`src/core/parallel_port_pkg.sv`:
```
package parallel_port_pkg;

  // ----------------------------------------------------------------
  // register byte addresses
  // ----------------------------------------------------------------
  localparam logic [11:0] INPUT_DATA_BASE  = 12'hf00;
  localparam logic [11:0] OUTPUT_DATA_BASE = 12'hf10;
  localparam logic [11:0] CONTROL_ADDR     = 12'hf40;
  localparam logic [11:0] INPUT_STAT_ADDR  = 12'hf50;
  localparam logic [11:0] OUTPUT_STAT_ADDR = 12'hf54;
  localparam logic [11:0] EVENT_STAT_ADDR  = 12'hf58;
  localparam logic [11:0] EVENT_MASK_ADDR  = 12'hf5c;

  // ----------------------------------------------------------------
  // field positions
  // ----------------------------------------------------------------
  localparam int ALL_BIT        = 7;
  localparam int FLOW_BIT       = 6;
  localparam int CTRL_MASTER    = 0;
  localparam int CTRL_BUFFERED  = 1;
  localparam int CTRL_CS_ENABLE = 2;
  localparam int CTRL_TTL       = 3;
  localparam int EV_IN_WRITE    = 0;
  localparam int EV_OUT_READ    = 1;
  localparam int EV_OVERFLOW    = 2;
  localparam int EV_UNDERFLOW   = 3;

  // ----------------------------------------------------------------
  // reset values and slot groups
  // ----------------------------------------------------------------
  localparam logic [3:0] IN_FULL_RESET   = 4'h0;
  localparam logic [3:0] OUT_EMPTY_RESET = 4'hf;
  localparam logic [3:0] CTRL_RESET      = 4'h0;
  localparam logic [3:0] PAIR_SLOTS      = 4'h3;
  localparam logic [3:0] ALL_SLOTS       = 4'hf;
  localparam logic [1:0] RESP_OKAY       = 2'h0;
  localparam logic [1:0] RESP_SLVERR     = 2'h2;

  typedef struct packed {
    logic       wr;
    logic       rd;
    logic [1:0] slot;
    logic [7:0] data;
  } host_req_t;

  typedef enum logic [1:0] {
    MODE_SLAVE    = 2'b00,
    MODE_BUFFERED = 2'b01,
    MODE_MASTER   = 2'b10
  } port_mode_t;

endpackage : parallel_port_pkg

```
`src/core/parallel_port_buffer_status.sv`:
```
`timescale 1ns/100ps

module parallel_port_buffer_status (
  input  wire logic                         ref_clk,
  input  wire logic                         rst_n,
  input  wire logic [11:0]                  s_axi_awaddr,
  input  wire logic                         s_axi_awvalid,
  output logic                              s_axi_awready,
  input  wire logic [31:0]                  s_axi_wdata,
  input  wire logic [3:0]                   s_axi_wstrb,
  input  wire logic                         s_axi_wvalid,
  output logic                              s_axi_wready,
  output logic [1:0]                        s_axi_bresp,
  output logic                              s_axi_bvalid,
  input  wire logic                         s_axi_bready,
  input  wire logic [11:0]                  s_axi_araddr,
  input  wire logic                         s_axi_arvalid,
  output logic                              s_axi_arready,
  output logic [31:0]                       s_axi_rdata,
  output logic [1:0]                        s_axi_rresp,
  output logic                              s_axi_rvalid,
  input  wire logic                         s_axi_rready,
  input  wire parallel_port_pkg::host_req_t hostReq,
  output logic [7:0]                        hostRdData,
  output logic [15:0]                       addrOut,
  output logic [1:0]                        chipSelect,
  output logic                              ttlInputSelect,
  output logic                              irq
);

  // ----------------------------------------------------------------
  // state
  // ----------------------------------------------------------------
  logic [7:0]  inData [4];
  logic [7:0]  outData [4];
  logic [3:0]  inFull;
  logic [3:0]  outEmpty;
  logic        inOverflow;
  logic        outUnderflow;
  logic [3:0]  ctrl;
  logic [3:0]  evStat;
  logic [3:0]  evMask;
  logic        awHeld;
  logic        wHeld;
  logic [11:0] wAddr;
  logic [31:0] wData;
  logic [3:0]  wStrb;

  logic [3:0]  inWritable;
  logic [3:0]  outReadable;
  logic [3:0]  hostSlotHot;
  logic        hostWrOk;
  logic        hostWrOver;
  logic        hostRdOk;
  logic        hostRdUnder;
  logic        doWrite;
  logic        doRead;
  logic [3:0]  cpuInRead;
  logic [3:0]  cpuOutWrite;
  logic        allInFull;
  logic        allOutEmpty;
  logic [7:0]  inStatus;
  logic [7:0]  outStatus;
  logic [31:0] next_rdata;
  logic        next_rdErr;
  logic        writeMapped;
  parallel_port_pkg::port_mode_t mode;

  // ----------------------------------------------------------------
  // mode and slot groups
  // ----------------------------------------------------------------
  always_comb begin
    if (ctrl[parallel_port_pkg::CTRL_MASTER]) begin
      mode = parallel_port_pkg::MODE_MASTER;
    end else if (ctrl[parallel_port_pkg::CTRL_BUFFERED]) begin
      mode = parallel_port_pkg::MODE_BUFFERED;
    end else begin
      mode = parallel_port_pkg::MODE_SLAVE;
    end
  end

  always_comb begin
    case (mode)
      parallel_port_pkg::MODE_BUFFERED: begin
        inWritable  = parallel_port_pkg::ALL_SLOTS;
        outReadable = parallel_port_pkg::ALL_SLOTS;
      end
      parallel_port_pkg::MODE_MASTER: begin
        inWritable  = parallel_port_pkg::PAIR_SLOTS;
        outReadable = 4'h0;
      end
      default: begin
        inWritable  = parallel_port_pkg::PAIR_SLOTS;
        outReadable = parallel_port_pkg::PAIR_SLOTS;
      end
    endcase
  end

  assign hostSlotHot = 4'h1 << hostReq.slot;
  assign hostWrOk    = hostReq.wr && |(hostSlotHot & inWritable & ~inFull);
  assign hostWrOver  = hostReq.wr && |(hostSlotHot & inWritable & inFull);
  assign hostRdOk    = hostReq.rd && |(hostSlotHot & outReadable & ~outEmpty);
  assign hostRdUnder = hostReq.rd && |(hostSlotHot & outReadable & outEmpty);

  assign allInFull   = &(inFull | ~inWritable);
  assign allOutEmpty = &(outEmpty | ~outReadable);
  assign inStatus    = {allInFull, inOverflow, 2'b00, inFull};
  assign outStatus   = {allOutEmpty, outUnderflow, 2'b00, outEmpty};

  // ----------------------------------------------------------------
  // axi write channel
  // ----------------------------------------------------------------
  assign doWrite = awHeld && wHeld && !s_axi_bvalid;
  assign writeMapped = (wAddr[11:5] == parallel_port_pkg::INPUT_DATA_BASE[11:5])
    || wAddr == parallel_port_pkg::CONTROL_ADDR
    || wAddr == parallel_port_pkg::INPUT_STAT_ADDR
    || wAddr == parallel_port_pkg::OUTPUT_STAT_ADDR
    || wAddr == parallel_port_pkg::EVENT_STAT_ADDR
    || wAddr == parallel_port_pkg::EVENT_MASK_ADDR;

  always_ff @(posedge ref_clk or negedge rst_n) begin
    if (!rst_n) begin
      awHeld        <= 1'b0;
      wHeld         <= 1'b0;
      s_axi_awready <= 1'b1;
      s_axi_wready  <= 1'b1;
      s_axi_bvalid  <= 1'b0;
      s_axi_bresp   <= parallel_port_pkg::RESP_OKAY;
      wAddr         <= 12'h000;
      wData         <= 32'h00000000;
      wStrb         <= 4'h0;
    end else begin
      if (s_axi_awvalid && s_axi_awready) begin
        awHeld        <= 1'b1;
        s_axi_awready <= 1'b0;
        wAddr         <= {s_axi_awaddr[11:2], 2'b00};
      end
      if (s_axi_wvalid && s_axi_wready) begin
        wHeld        <= 1'b1;
        s_axi_wready <= 1'b0;
        wData        <= s_axi_wdata;
        wStrb        <= s_axi_wstrb;
      end
      if (doWrite) begin
        s_axi_bvalid <= 1'b1;
        s_axi_bresp  <= writeMapped ? parallel_port_pkg::RESP_OKAY
                                    : parallel_port_pkg::RESP_SLVERR;
      end
      if (s_axi_bvalid && s_axi_bready) begin
        s_axi_bvalid  <= 1'b0;
        awHeld        <= 1'b0;
        wHeld         <= 1'b0;
        s_axi_awready <= 1'b1;
        s_axi_wready  <= 1'b1;
      end
    end
  end

  // ----------------------------------------------------------------
  // axi read channel
  // ----------------------------------------------------------------
  assign doRead = s_axi_arvalid && s_axi_arready;

  always_comb begin
    next_rdata = 32'h00000000;
    next_rdErr = 1'b0;
    if (s_axi_araddr[11:4] == parallel_port_pkg::INPUT_DATA_BASE[11:4]) begin
      next_rdata[7:0] = inData[s_axi_araddr[3:2]];
    end else if (s_axi_araddr[11:4]
                 == parallel_port_pkg::OUTPUT_DATA_BASE[11:4]) begin
      next_rdata[7:0] = outData[s_axi_araddr[3:2]];
    end else begin
      case ({s_axi_araddr[11:2], 2'b00})
        parallel_port_pkg::CONTROL_ADDR:     next_rdata[3:0] = ctrl;
        parallel_port_pkg::INPUT_STAT_ADDR:  next_rdata[7:0] = inStatus;
        parallel_port_pkg::OUTPUT_STAT_ADDR: next_rdata[7:0] = outStatus;
        parallel_port_pkg::EVENT_STAT_ADDR:  next_rdata[3:0] = evStat;
        parallel_port_pkg::EVENT_MASK_ADDR:  next_rdata[3:0] = evMask;
        default:                             next_rdErr = 1'b1;
      endcase
    end
  end

  always_ff @(posedge ref_clk or negedge rst_n) begin
    if (!rst_n) begin
      s_axi_arready <= 1'b1;
      s_axi_rvalid  <= 1'b0;
      s_axi_rdata   <= 32'h00000000;
      s_axi_rresp   <= parallel_port_pkg::RESP_OKAY;
    end else begin
      if (doRead) begin
        s_axi_arready <= 1'b0;
        s_axi_rvalid  <= 1'b1;
        s_axi_rdata   <= next_rdata;
        s_axi_rresp   <= next_rdErr ? parallel_port_pkg::RESP_SLVERR
                                    : parallel_port_pkg::RESP_OKAY;
      end
      if (s_axi_rvalid && s_axi_rready) begin
        s_axi_rvalid  <= 1'b0;
        s_axi_arready <= 1'b1;
      end
    end
  end

  // ----------------------------------------------------------------
  // cpu side effects on the data slots
  // ----------------------------------------------------------------
  always_comb begin
    cpuInRead   = 4'h0;
    cpuOutWrite = 4'h0;
    if (doRead && s_axi_araddr[11:4]
        == parallel_port_pkg::INPUT_DATA_BASE[11:4]) begin
      cpuInRead = 4'h1 << s_axi_araddr[3:2];
    end
    if (doWrite && wStrb[0] && wAddr[11:4]
        == parallel_port_pkg::OUTPUT_DATA_BASE[11:4]) begin
      cpuOutWrite = 4'h1 << wAddr[3:2];
    end
  end

  // ----------------------------------------------------------------
  // byte storage: four input and four output slots
  // ----------------------------------------------------------------
  always_ff @(posedge ref_clk or negedge rst_n) begin
    if (!rst_n) begin
      for (int i = 0; i < 4; i++) begin
        inData[i]  <= 8'h00;
        outData[i] <= 8'h00;
      end
    end else begin
      if (hostWrOk) begin
        inData[hostReq.slot] <= hostReq.data;
      end
      for (int i = 0; i < 4; i++) begin
        if (cpuOutWrite[i]) begin
          outData[i] <= wData[7:0];
        end
      end
    end
  end

  // ----------------------------------------------------------------
  // per-slot flags, host set wins over cpu clear
  // ----------------------------------------------------------------
  always_ff @(posedge ref_clk or negedge rst_n) begin
    if (!rst_n) begin
      inFull   <= parallel_port_pkg::IN_FULL_RESET;
      outEmpty <= parallel_port_pkg::OUT_EMPTY_RESET;
    end else begin
      inFull   <= (inFull & ~cpuInRead)
                | (hostWrOk ? hostSlotHot : 4'h0);
      outEmpty <= (outEmpty & ~cpuOutWrite)
                | (hostRdOk ? hostSlotHot : 4'h0);
    end
  end

  // ----------------------------------------------------------------
  // sticky overflow and underflow, cleared by writing zero
  // ----------------------------------------------------------------
  always_ff @(posedge ref_clk or negedge rst_n) begin
    if (!rst_n) begin
      inOverflow   <= 1'b0;
      outUnderflow <= 1'b0;
    end else begin
      if (hostWrOver) begin
        inOverflow <= 1'b1;
      end else if (doWrite && wStrb[0]
                   && wAddr == parallel_port_pkg::INPUT_STAT_ADDR) begin
        inOverflow <= wData[parallel_port_pkg::FLOW_BIT];
      end
      if (hostRdUnder) begin
        outUnderflow <= 1'b1;
      end else if (doWrite && wStrb[0]
                   && wAddr == parallel_port_pkg::OUTPUT_STAT_ADDR) begin
        outUnderflow <= wData[parallel_port_pkg::FLOW_BIT];
      end
    end
  end

  // ----------------------------------------------------------------
  // control, event status and mask
  // ----------------------------------------------------------------
  always_ff @(posedge ref_clk or negedge rst_n) begin
    if (!rst_n) begin
      ctrl   <= parallel_port_pkg::CTRL_RESET;
      evMask <= 4'h0;
      evStat <= 4'h0;
      irq    <= 1'b0;
    end else begin
      if (doWrite && wStrb[0] && wAddr == parallel_port_pkg::CONTROL_ADDR) begin
        ctrl <= wData[3:0];
      end
      if (doWrite && wStrb[0]
          && wAddr == parallel_port_pkg::EVENT_MASK_ADDR) begin
        evMask <= wData[3:0];
      end
      evStat <= (evStat & ~((doWrite && wStrb[0]
                 && wAddr == parallel_port_pkg::EVENT_STAT_ADDR)
                 ? wData[3:0] : 4'h0))
              | {hostRdUnder, hostWrOver, hostRdOk, hostWrOk};
      irq <= |(evStat & evMask);
    end
  end

  // ----------------------------------------------------------------
  // host read data, address and pad outputs
  // ----------------------------------------------------------------
  always_ff @(posedge ref_clk or negedge rst_n) begin
    if (!rst_n) begin
      hostRdData     <= 8'h00;
      addrOut        <= 16'h0000;
      chipSelect     <= 2'b00;
      ttlInputSelect <= 1'b0;
    end else begin
      ttlInputSelect <= ctrl[parallel_port_pkg::CTRL_TTL];
      if (hostReq.rd) begin
        hostRdData <= (mode == parallel_port_pkg::MODE_MASTER)
                    ? inData[hostReq.slot] : outData[hostReq.slot];
      end
      if (mode == parallel_port_pkg::MODE_MASTER) begin
        if (ctrl[parallel_port_pkg::CTRL_CS_ENABLE]) begin
          chipSelect <= outData[1][7:6];
          addrOut    <= {2'b00, outData[1][5:0], outData[0]};
        end else begin
          chipSelect <= 2'b00;
          addrOut    <= {outData[1], outData[0]};
        end
      end else begin
        chipSelect <= 2'b00;
        addrOut    <= 16'h0000;
      end
    end
  end

  // ----------------------------------------------------------------
  // checks
  // ----------------------------------------------------------------
  all_full_a: assert property (@(posedge ref_clk) disable iff (!rst_n)
    inStatus[7] == ((inFull & inWritable) == inWritable))
    else $error("all-inputs-full wrong");

  overflow_set_a: assert property (@(posedge ref_clk)
    disable iff (!rst_n) hostWrOver |=> inOverflow && $stable(inData[0]))
    else $error("overflow not set");

  full_clear_a: assert property (@(posedge ref_clk) disable iff (!rst_n)
    (|cpuInRead && !hostWrOk) |=> !(|(inFull & $past(cpuInRead))))
    else $error("full flag not cleared by read");

  all_empty_a: assert property (@(posedge ref_clk) disable iff (!rst_n)
    !outStatus[7] |-> |(outReadable & ~outEmpty))
    else $error("all-outputs-empty wrong");

  underflow_set_a: assert property (@(posedge ref_clk)
    disable iff (!rst_n) hostRdUnder |=> outUnderflow ##1 outUnderflow
    || $past(doWrite))
    else $error("underflow not held");

  empty_clear_a: assert property (@(posedge ref_clk) disable iff (!rst_n)
    (|cpuOutWrite && !hostRdOk) |=> !(|(outEmpty & $past(cpuOutWrite))))
    else $error("empty flag not cleared by write");

  zero_bits_a: assert property (@(posedge ref_clk) disable iff (!rst_n)
    s_axi_rvalid && $past(doRead) && $past(s_axi_araddr[11:2])
    == parallel_port_pkg::OUTPUT_STAT_ADDR[11:2]
    |-> s_axi_rdata[5:4] == 2'b00)
    else $error("reserved status bits set");

  host_fill_a: assert property (@(posedge ref_clk) disable iff (!rst_n)
    hostWrOk |=> inData[$past(hostReq.slot)] == $past(hostReq.data))
    else $error("host byte not stored");

  cs_drive_a: assert property (@(posedge ref_clk) disable iff (!rst_n)
    mode == parallel_port_pkg::MODE_MASTER
    && ctrl[parallel_port_pkg::CTRL_CS_ENABLE] && $stable(outData[1])
    |=> chipSelect == $past(outData[1][7:6]))
    else $error("chip select mismatch");

  irq_level_a: assert property (@(posedge ref_clk) disable iff (!rst_n)
    (|(evStat & evMask)) |=> irq)
    else $error("interrupt not raised");

endmodule : parallel_port_buffer_status

```
`config.mk`:
```
export PLATFORM = sky130hd
export DESIGN_NAME = parallel_port_buffer_status
export DESIGN_NICKNAME = d
export VERILOG_FILES = /design/src/core/parallel_port_pkg.sv /design/src/core/parallel_port_buffer_status.sv
export SDC_FILE = /design/constraint.sdc
export NUM_CORES = 1
export LEC_CHECK = 0
export BUFFER_PORTS_ARGS = -buffer_cell sky130_fd_sc_hd__buf_2
export CORE_ASPECT_RATIO = 0.5
export CORE_MARGIN = 3
export CORE_UTILIZATION = 23
export CTS_CLUSTER_DIAMETER = 150
export DETAILED_ROUTE_END_ITERATION = 16
export PLACE_DENSITY = 0.41
export RECOVER_POWER = 50
export SLEW_MARGIN = 20
export SYNTH_ARGS = -nofsm -noshare
export SYNTH_HDL_FRONTEND = slang
export SYNTH_SLANG_ARGS = --single-unit
export TNS_END_PERCENT = 100
```
`constraint.sdc`:
```
create_clock -name ref_clk -period 3.8 [get_ports ref_clk]
set_clock_uncertainty 0.05 [all_clocks]
set_input_delay 0.76 -clock ref_clk [delete_from_list [all_inputs] [get_ports ref_clk]]
set_output_delay 0.76 -clock ref_clk [all_outputs]
set_load 0.1 [all_outputs]
```
Word level (Yosys, flattened, before mapping)
Cells that the tools add are included.

Flip-flop bits (word level): 152. Output and inout port bits: 69. Word-level logic and storage cells: 175. Input bits: 79.

Equality and inequality tests: 16. $lt $le $gt $ge: 3. Bitwise operators: 24. Muxes and demuxes: 56. Reduce and logical (&&, ||, !) cells: 40. Shift-type cells: 3.

Operators with widths (number): $eq 10x10->1 const B (10); $mux 8 (12); $bmux 8 s2 (4); $and 4x4->4 (10); $bwmux 32 (1); $mux 16 (2); $not 4->4 (7); $eq 8x8->1 const B (3); $mux 4 (6); $mux 1 (22); $logic_and 1x1->1 (20); $or 4x4->4 (5); $pmux 4 s5 (1); $reduce_or 4->1 (5); $demux 8 s2 (1); $pmux 4 s2 (2); $reduce_bool 2->1 (6); $shl 1x2->4 const A (3); $mux 2 (5); $reduce_and 4->1 (2); $eq 7x7->1 const B (1); $ge 3x3->1 const B (2); $not 2->3 (2); $logic_or 1x1->1 (5); other kinds (5) (5).

Longest topological paths before layout
Gate-level depths: netlist of run 1.

Word-level depth: 10. Gate-level depth with buffers: 7. Mapped depth without buffers: 4.

Worst setup path after synthesis of run 1
No wires, ideal clock.

Path kind: register -> register. Start: register s_axi_bvalid. End: register outData[0] (netlist name). Data required time: 3625 ps. Path slack: 1413 ps. Period minus slack after synthesis: 2387 ps. Cell stages (with the launch flop): 6. Buffers on the path: 1. Setup time: 125 ps. Arrival: 2213 ps. Path through: dfrtp_1 nand4b_1 nor4_4 and3_1 buf_4 mux2_2.

Cells in the longest elaborated chain, start to end: 5.

RTL lines: start: declaration (RTL line parallel_port_buffer_status.sv:14) `output logic s_axi_bvalid,`; start signal: assignment (RTL line parallel_port_buffer_status.sv:127) `s_axi_bvalid <= 1'b0;`; start signal: assignment (RTL line parallel_port_buffer_status.sv:145) `s_axi_bvalid <= 1'b1;`; start signal: assignment (RTL line parallel_port_buffer_status.sv:150) `s_axi_bvalid <= 1'b0;`; $logic_not 1->1 (RTL line parallel_port_buffer_status.sv:113) `assign doWrite = awHeld && wHeld && !s_axi_bvalid;`; $logic_and 1x1->1 (RTL line parallel_port_buffer_status.sv:113); $logic_and 1x1->1 (2 in series) (RTL line parallel_port_buffer_status.sv:215) `if (doWrite && wStrb[0] && wAddr[11:4]`; $mux 4 (RTL line parallel_port_buffer_status.sv:215); end signal: indexed assignment (RTL line parallel_port_buffer_status.sv:236) `outData[i] <= wData[7:0];`; end: declaration (RTL line parallel_port_buffer_status.sv:35) `logic [7:0] outData [4];`.

No other way between the ends. A chain may end at the register's enable or synchronous reset.

Worst setup path after layout of run 1
Start: register ctrl[0]. End: register outEmpty[0].

Cells in the longest elaborated chain, start to end: 9. Elaborated cells on any way between the ends: 10. Those cells by class: eq/ne: 2; mux: 3; bitwise: 3; reduce/logical: 2.

RTL lines: start: declaration (RTL line parallel_port_buffer_status.sv:40) `logic [3:0] ctrl;`; start signal: assignment (RTL line parallel_port_buffer_status.sv:285) `ctrl <= parallel_port_pkg::CTRL_RESET;`; start signal: assignment (RTL line parallel_port_buffer_status.sv:291) `ctrl <= wData[3:0];`; $mux 2 (*) (RTL line parallel_port_buffer_status.sv:73) `if (ctrl[parallel_port_pkg::CTRL_MASTER]) begin`; $eq 2x2->1 / $eq 2x1->1 (equally long branches) (RTL line parallel_port_buffer_status.sv:83) `case (mode)`; $pmux 4 s2 (*) (RTL line parallel_port_buffer_status.sv:83); $and 4x4->4 (*) (2 in series) (RTL line parallel_port_buffer_status.sv:102) `assign hostRdOk = hostReq.rd && |(hostSlotHot & outReadable & ~outEmpty);`; $reduce_or 4->1 (*) (RTL line parallel_port_buffer_status.sv:102); $logic_and 1x1->1 (*) (RTL line parallel_port_buffer_status.sv:102); $mux 4 (*) (RTL line parallel_port_buffer_status.sv:253) `| (hostRdOk ? hostSlotHot : 4'h0);`; $or 4x4->4 (*) (RTL line parallel_port_buffer_status.sv:253); end signal: assignment (RTL line parallel_port_buffer_status.sv:248) `outEmpty <= parallel_port_pkg::OUT_EMPTY_RESET;`; end signal: assignment (RTL line parallel_port_buffer_status.sv:252) `outEmpty <= (outEmpty & ~cpuOutWrite)`; end: declaration (RTL line parallel_port_buffer_status.sv:37) `logic [3:0] outEmpty;`.

Mark *: on every way between the ends. The rest lies on a longest branch, timed or not.

==> results_dict.tcl, run 1 <==
set metrics [dict create \
    run_status "finished, violations left" \
    failed_checks "capacitance limit, slew limit" \
    tns_ns 0 \
    cts_setup_buffers 0 \
    area_growth_pct 19.7 \
    ys_ff_latch 150 \
    power_frac_comb 0.221 \
    pwr-share-seq 0.430 \
    crit_required_ns 4.11 \
    p_int_mw 3.35 \
    whs_ns 0.399 \
    slew_headroom -0.249 \
    maxSlewViolCount 99 \
    total_power_mw 5.03 \
    swShare 0.335 \
    yosysSeqAreaShare 0.519 \
    synth_edf_count 0 \
    synthArstFlopShare 1.00 \
    rsz0062_at_grt "no" \
    clkTransAtPathRegs_ns 0.06 \
    netlist_top_cells_count "143 x dfrtp_1, 93 x mux2_2, 34 x nand2_1" \
    ir_drop_uv 294 \
    tightest_slew_ns 1.87 \
    place.gp.congestion 0.792 \
    dieArea_sq_um 33800 \
    insertion_delay_ns 0.43 \
    ant_nets 0 \
    postCtsHoldBufs 0 \
    cts_buffers 17 \
    path_max_fanout 31 \
    crit_type "reg2reg" \
    p_leak_nw 3.99 \
    crit_path_start_kind "flop" \
    synth_area_leaders "dfrtp_1 49%, mux2_2 14%, mux4_2 9.6%" \
    drt-total-wl_mm 20.0 \
    cts_buffer_depth 2 \
    drt-initial-drc-count 317 \
    antenna_found_initial 0 \
    dp.final_hpwl_mm 13.8 \
    cts_htree_levels 4 \
    drt_first_pass_iters 4 \
    grt_start_max_net_pins 68 \
    setup_violations 0 \
    pwr-share-clk 0.349 \
    yosysTopAreaCell "dfrtp_1" \
    drive_gt1_frac 0.408 \
    ctsResizeCount 0 \
    start_util 0.236 \
    layout.nets 716 \
    synth_area_sq_um 7250 \
    wl_per_cell_um 18.6 \
    yosysTopAreaCellShare 0.494 \
    synthDistinctLibCells 55 \
    worstHoldPathType "reg2reg" \
    core_sq_um 30700 \
    grt_pass1_wl_mm 30.8 \
    netlist_instances 548 \
    final_core_util 0.283 \
    max_stage_delay_ns 1.35 \
    crit_path_top_delay_cell "clkbuf_1" \
    io_pins 148 \
    fin_crit_ns 2.70 \
    syn_area_per_cell_sq_um 13.2 \
    cp_top_family "buffers and inverters" \
    antennaDiodeCount 0 \
    hold_viol_final 0 \
    cp_cell_sequence "clkbuf_1 -> nor2b_1 -> and3_1 -> a22o_1" \
    synth.most_common_cell "dfrtp_1" \
    cts_tree "built" \
    viasPerCell 4.43 \
    gr-total-overflow 0 \
    grt_pass1_vias 4909 \
    clock-root-buffer "clkbuf_16" \
    cp-end-kind "flop" \
    drc 0 \
    port_buffers 90 \
    grt.total_usage 0.121 \
    arrival_ns 3.00 \
    max-cap-violations 2 \
    vias 4751 \
    fp.dieW_um 257 \
    switching_power_mw 1.69 \
    yosysWarnings 0 \
    max_freq_mhz 371 \
    critPathBufInv 1 \
    rows 45 \
    clock_sinks 150 \
    power.density_nw_per_um2 581 \
    die_y_um 132 \
    fin_crit_sh 0.710 \
    yosys_most_used_dff "dfrtp_1" \
]
-- worst register-to-register path: stages, from the launching register on --
cell	delay [ns]
dfrtp_1	0.35
clkbuf_1	1.35
nor2b_1	0.32
and3_1	0.33
a22o_1	0.23
-- layout by cell type, fill, tap and decap left out, types with 3 or more instances in the layout --
cell / count
and2_0: 13
and2_1: 7
dfrtp_1: 143
nand4b_1: 3
dfstp_1: 3
buf_4: 4
a21oi_1: 16
o211ai_1: 3
clkbuf_16: 17
nand2_1: 34
nor2_1: 14
clkbuf_1: 3
a31oi_1: 3
conb_1: 26
and3_1: 8
nand2b_1: 4
o2bb2ai_1: 3
o21ai_0: 17
mux2_2: 93
o22ai_1: 5
mux4_2: 31
clkinvlp_4: 6
nand3_1: 7
mux2i_1: 25
buf_2: 89
a22o_1: 6
a31o_2: 3
bufinv_16: 3
dfstp_2: 4
inv_1: 11
-- state kept, by name, summed over array words and instances, names as in the netlist, 2 cells and up --
| register | cells |
|---|---|
| inFull | 4 |
| addrOut | 16 |
| outEmpty | 4 |
| wData | 8 |
| wAddr | 10 |
| evMask | 4 |
| inData | 32 |
| hostRdData | 8 |
| outData | 32 |
| chipSelect | 2 |
| evStat | 4 |
| ctrl | 4 |
| s_axi_rdata | 8 |
-- worst paths after layout --
check / from / end / slack [ns] / depth (start not counted)
min in group asynchronous: rst_n / inData[19]$_DFFE_PN0P_ / 0.76 / 1
worst max-delay path: ctrl[0]$_DFFE_PN0P_ / outEmpty[0]$_DFF_PN1_ / 1.10 / 4
worst max register to register: ctrl[0]$_DFFE_PN0P_ / outEmpty[0]$_DFF_PN1_ / 1.10 / 4
worst min-delay path: ctrl[3]$_DFFE_PN0P_ / ttlInputSelect$_DFF_PN0_ / 0.40 / 0
worst min register to register: ctrl[3]$_DFFE_PN0P_ / ttlInputSelect$_DFF_PN0_ / 0.40 / 0
max in group asynchronous: rst_n / wData[6]$_DFFE_PN0P_ / 1.32 / 2
-- routing by layer --
| metal | routed length, um | track usage | share of wire |
|---|---|---|---|
| met4 | 335 | 0.0358 | 0.017 |
| met5 | 0 | 0 | 0 |
| met1 | 9230 | 0.159 | 0.46 |
| met3 | 723 | 0.0318 | 0.036 |
| met2 | 9680 | 0.196 | 0.48 |
-- logic make-up after synthesis --
group                  after synthesis  share of synthesized area
AOI/OAI and AO/OA                   69                     0.0623
buffers and inverters               63                     0.0494
DFF                                150                      0.519
muxes                              149                      0.275
other                                1                   0.000518
and+or+nand+nor                    116                     0.0931
-- power by group through the flow --
stage / combinational (mW) / clock [mW] / sequential (mW)
2_1_floorplan: 0.652 / 0 / 2.38
3_3_place_gp: 1.11 / 0 / 2.19
3_5_place_dp: 1.13 / 0 / 2.20
4_1_cts: 1.13 / 1.81 / 2.17
5_1_grt: 1.19 / 1.88 / 2.21
6_report: 1.11 / 1.76 / 2.16
-- per-stage QoR --
stage          cell area, sq um  worst slack (ns)  cells
2_1_floorplan              7340              1.41    573
3_3_place_gp               8070             0.987   1041
3_5_place_dp               8070             0.983   1041
4_1_cts                    8680              1.44   1073
5_1_grt                    8670             0.834   1073
6_report                   8670              1.10   1073
-- cell type report --
type	count	area, sq um
Timing Repair Buffer	97	509
Multi-Input combinational cell	360	3220
Clock buffer	21	460
Clock inverter	11	149
Tap cell	423	529
Sequential cell	150	3760
Inverter	11	41.3
Fill cell	3172	22000
Power figures use the tool's default switching activity.
==> run 2: changes to the inputs <==
Settings changed: ABC_AREA set to 1.
Clock period 3.8 ns to 2.81 ns, I/O delays scaled along.
==> results_dict.tcl, run 2 <==
set metrics [dict create \
    drive_gt1_frac 0.153 \
    rows 45 \
    yosysTopAreaCell "dfrtp_1" \
    r2r_slack_ns 0.72 \
    drc 0 \
    crit_path_start_kind "input pin" \
    r2r-start "ctrl[0]$_DFFE_PN0P_" \
    synth-xor-area-share 0 \
    synth_top_family_by_area "simple AND/OR/NAND/NOR gates" \
    yosysTopAreaCellShare 0.482 \
    drt_first_pass_iters 5 \
    crit_required_ns 3.26 \
    grt.total_usage 0.146 \
    r2r.worst_path.cells 6 \
    drt-initial-drc-count 565 \
    clkTransAtPathRegs_ns 0.06 \
    clock-root-buffer "clkbuf_16" \
    synthArstFlopShare 1.00 \
    antenna_found_initial 0 \
    place.gp.congestion 0.847 \
    yosys.area_share.simple 0.317 \
    max_freq_mhz 473 \
    yosysWarnings 0 \
    yosysSeqAreaShare 0.507 \
    p_leak_nw 4.55 \
    area_growth_pct 20.3 \
    switching_power_mw 2.58 \
    rr_endpoint "evStat[1]$_DFF_PN0_" \
    ir_drop_uv 377 \
    synth_area_leaders "dfrtp_1 48%, nand2_1 20%, o21ai_0 5.3%" \
    power.density_nw_per_um2 774 \
    cts_tree "built" \
    syn_area_per_cell_sq_um 7.79 \
    cp-end-kind "asynchronous set/reset pin" \
    muxShareOfSynthArea 0 \
    holdPathStages 2 \
    largestRegisters "inData: 32 flops, outData: 32 flops, addrOut: 16 flops" \
    vias 6748 \
    layout.nets 1128 \
    cts_buffer_depth 2 \
    final_core_util 0.288 \
    io_pins 148 \
    wl_per_cell_um 16.8 \
    hold_start "s_axi_wvalid" \
    netlist_top_cells_count "387 x nand2_1, 143 x dfrtp_1, 78 x o21ai_0" \
    finish.instance_area_sq_um 8930 \
    layout_commonest_cell "nand2_1" \
    maxSlewViolCount 0 \
    synthDistinctLibCells 32 \
    core_sq_um 31000 \
    tns_ns 0 \
    fp.dieW_um 260 \
    fin_crit_ns 2.12 \
    synth.most_common_cell "nand2_1" \
    synth_edf_count 0 \
    antennaDiodeCount 0 \
    crit_type "in2async" \
    netlist_instances 953 \
    swShare 0.373 \
    max-cap-violations 0 \
    dp.cells 1452 \
    start_util 0.239 \
    port_buffers 90 \
    fin_crit_sh 0.753 \
    pwr-share-seq 0.411 \
    hold_viol_final 0 \
    grt_start_max_net_pins 48 \
    path_max_fanout 38 \
    cts_buffers 17 \
    synth_compound_area_frac 0.0863 \
    p_int_mw 4.33 \
    grt_pass1_vias 6400 \
    tightest_slew_ns 1.05 \
    ant_nets 0 \
    whs_ns 0.257 \
    insertion_delay_ns 0.43 \
    setup_violations 0 \
    rsz0062_at_grt "no" \
    arrival_ns 2.57 \
    fin_cells 1485 \
    yosys_most_used_dff "dfrtp_1" \
    ys_ff_latch 150 \
    min_to "s_axi_wready$_DFFE_PN1P_" \
    viasPerCell 4.54 \
    pwr-share-clk 0.349 \
    mostFrequentLayoutCells "387 x nand2_1, 143 x dfrtp_1, 89 x buf_2" \
    synth_adder_area_share 0 \
    power_frac_comb 0.241 \
    die_y_um 133 \
    dieArea_sq_um 34600 \
    drt-total-wl_mm 25.0 \
    slew_headroom 0.301 \
    fillers 3346 \
    dp.final_hpwl_mm 17.4 \
    grt_pass1_wl_mm 38.4 \
    cts_htree_levels 4 \
    place_area_sq_um 8320 \
    gr-total-overflow 0 \
    worstHoldPathType "in2reg" \
    synth_area_sq_um 7420 \
    clock_sinks 150 \
    run_status "completed" \
]
run 2: logic make-up (layout without fill, tap and decap cells):
logic type / after synthesis / after routing
simple gates: 548 / 548
flops: 150 / 150
buf+inv: 140 / 224
compound gates: 114 / 114
other cells: 1 / 26
run 2: metrics by stage:
stage | power (mW) | setup slack (ns)
3_5_place_dp | 4.55 | 0.631
5_1_grt | 7.30 | 0.380
2_1_floorplan | 4.06 | 0.767
3_3_place_gp | 4.53 | 0.655
6_report | 6.91 | 0.694
4_1_cts | 7.00 | 0.765
run 2: how the worst max path moves through the flow:
| stage | cells after the start | slack, ns | from | endpoint |
|---|---|---|---|---|
| after global placement | 8 | 0.66 | hostReq[8] | inData[26]$_DFFE_PN0P_ |
| after global routing | 3 | 0.38 | rst_n | s_axi_rdata[7]$_DFFE_PN0P_ |
| after floorplan | 7 | 0.77 | s_axi_bvalid$_DFFE_PN0P_ | outData[30]$_DFFE_PN0P_ |
| final | 3 | 0.69 | rst_n | s_axi_rdata[6]$_DFFE_PN0P_ |
| after detailed placement | 8 | 0.63 | hostReq[8] | inData[27]$_DFFE_PN0P_ |
| after CTS | 1 | 0.76 | s_axi_wready$_DFFE_PN1P_ | s_axi_wready |
run 2: metal layers:
layer | up-vias | wire (um) | GRT usage
met1 | 3274 | 12300 | 0.208
met4 | 0 | 409 | 0.0417
li1 | 3259 | - | -
met5 | - | 0 | 0
met2 | 188 | 11200 | 0.223
met3 | 27 | 1120 | 0.0293
run 2: final cells by class:
cell class | count | area [sq um] | area share
Sequential cell | 150 | 3760 | 0.421
Multi-Input combinational cell | 688 | 3090 | 0.346
Inverter | 76 | 285 | 0.0320
Clock inverter | 14 | 176 | 0.0198
Clock buffer | 18 | 439 | 0.0492
Tap cell | 423 | 529 | 0.0593
Timing Repair Buffer | 116 | 646 | 0.0723
run 2: critical path: stages:
cell and delay [ns]:
dlygate4sd3_1 0.52, clkbuf_2 0.79, clkbuf_2 0.67
run 2: repair_timing:
action	4_1_cts	5_1_grt
hold buffers	1	0
hold endpoints to repair	30	0
resized for setup	0	0
buffers inserted	0	0
run 2: power groups by stage:
stage / logic [mW] / registers [mW] / clock network [mW]
after floorplan: 0.866 / 3.20 / 0
after global placement: 1.66 / 2.87 / 0
after detailed placement: 1.68 / 2.87 / 0
after CTS: 1.69 / 2.84 / 2.47
after global routing: 1.84 / 2.89 / 2.58
final: 1.66 / 2.84 / 2.41
==> run 3: changes to the inputs <==
Clock period 2.81 ns to 2.05 ns, I/O delays scaled along.
==> results_dict.tcl, run 3 (same netlist as run 2, synthesis figures left out) <==
set metrics [dict create \
    layout.nets 1140 \
    clock-root-buffer "clkbuf_16" \
    place.gp.congestion 0.839 \
    drt-total-wl_mm 25.2 \
    whs_ns 0.0978 \
    dieArea_sq_um 34600 \
    fp.dieW_um 260 \
    cts_buffer_depth 2 \
    ant_nets 0 \
    dp.final_hpwl_mm 17.9 \
    hold_viol_final 0 \
    grt_pass1_vias 6630 \
    power.density_nw_per_um2 1050 \
    antenna_found_initial 2 \
    mostFrequentLayoutCells "387 x nand2_1, 143 x dfrtp_1, 89 x buf_2" \
    cts_tree "built" \
    drive_gt1_frac 0.164 \
    total_power_mw 9.55 \
    finish.instance_area_sq_um 9080 \
    max_freq_mhz 530 \
    tns_ns 0 \
    grt_pass1_wl_mm 39.2 \
    run_status "completed" \
    fin_crit_ns 1.89 \
    worstHoldPathType "in2reg" \
    rows 45 \
    largestRegisters "inData: 32 flops, outData: 32 flops, addrOut: 16 flops" \
    multi_input_area_sq_um 3090 \
    cts_buffers 17 \
    place_area_sq_um 8460 \
    p_leak_nw 4.66 \
    crit_path_top_delay_cell "dfstp_1" \
    clkTransAtPathRegs_ns 0.06 \
    wl_per_cell_um 16.8 \
    drt-initial-drc-count 606 \
    crit_required_ns 1.59 \
    met1_length_mm 12.1 \
    crit_path_start_kind "flop" \
    fin_crit_sh 0.921 \
    tightest_slew_ns 1.23 \
    routed.top_layer "met5" \
    rsz0062_at_grt "no" \
    cp-end-kind "output pin" \
    drt_first_pass_iters 7 \
    cp_top_family "flip-flops" \
    fin_cells 1497 \
    maxSlewViolCount 0 \
    layout_commonest_cell "nand2_1" \
    area_growth_pct 22.3 \
    setup_violations 0 \
    gr-total-overflow 0 \
    seqCellArea_sq_um 3760 \
    critPathBufInv 1 \
    ir_drop_uv 493 \
    drc 0 \
    max-cap-violations 0 \
    core_sq_um 31000 \
    io_pins 148 \
    viasPerCell 4.52 \
    grt.total_usage 0.150 \
    dp.cells 1464 \
    fillers 3333 \
    die_y_um 133 \
    wl_met2_mm 11.3 \
    max_stage_delay_ns 0.55 \
    cts_htree_levels 4 \
    crit_type "reg2out" \
    cp_cell_sequence "buf_2" \
    insertion_delay_ns 0.44 \
    clock_sinks 150 \
    met3_length_mm 1.32 \
    cts_setup_buffers 0 \
    start_util 0.239 \
    vias 6769 \
    slew_headroom 0.182 \
    path_max_fanout 3 \
    port_buffers 90 \
    antennaDiodeCount 0 \
    grt_start_max_net_pins 44 \
    arrival_ns 1.43 \
]
## run 3: cell types whose count changed in the layout (fill, tap and decap cells not counted), sizes merged
cell,change
clkbuf,-3
bufinv,+1
buf,+16
inv,-1
clkinvlp,-5
clkinv,+4
## run 3: final cells by class
cell class | instances | area share
multi-input combinational | 688 | 0.341
timing repair buffer | 128 | 0.0879
clock buffer | 19 | 0.0477
sequential | 150 | 0.414
inverter | 76 | 0.0314
tap | 423 | 0.0583
clock inverter | 13 | 0.0198
## run 3: power by group
group | total [mW] | leakage [nW] | switching, mW | internal [mW]
registers | 3.89 | 1.94 | 0.381 | 3.51
clock network | 3.32 | 0.305 | 1.29 | 2.03
logic | 2.33 | 2.41 | 1.82 | 0.509
total | 9.55 | 4.66 | 3.50 | 6.05
## run 3: per-layer routing
layer | track usage | vias to the layer above
met5 | 0 | -
met4 | 0.0504 | 4
met3 | 0.0358 | 31
met2 | 0.228 | 168
met1 | 0.208 | 3279
li1 | - | 3287
## run 3: final timing paths
kind,end,depth (start not counted),from,slack (ns)
min in group asynchronous,wData[7]$_DFFE_PN0P_,2,rst_n,0.73
hold reg to reg,ttlInputSelect$_DFF_PN0_,0,ctrl[3]$_DFFE_PN0P_,0.39
setup / recovery,s_axi_wready,1,s_axi_wready$_DFFE_PN1P_,0.16
setup reg to reg,evStat[0]$_DFF_PN0_,10,ctrl[0]$_DFFE_PN0P_,0.17
max in group asynchronous,outEmpty[1]$_DFF_PN1_,3,rst_n,0.34
hold / removal,s_axi_wready$_DFFE_PN1P_,2,s_axi_wvalid,0.1
## run 3: per-stage QoR
| stage | utilization | setup WS [ns] |
|---|---|---|
| 2_1_floorplan | - | 0.00666 |
| 3_3_place_gp | 0.273 | 0.130 |
| 3_5_place_dp | 0.273 | 0.0895 |
| 4_1_cts | 0.293 | 0.146 |
| 5_1_grt | 0.293 | 0.0303 |
| 6_report | 0.293 | 0.162 |
## run 3: timing repair
action	CTS	global route
hold buffers	1	0
endpoints found under the hold margin	38	0
endpoints found under the setup margin	0	6
resized for setup	0	1
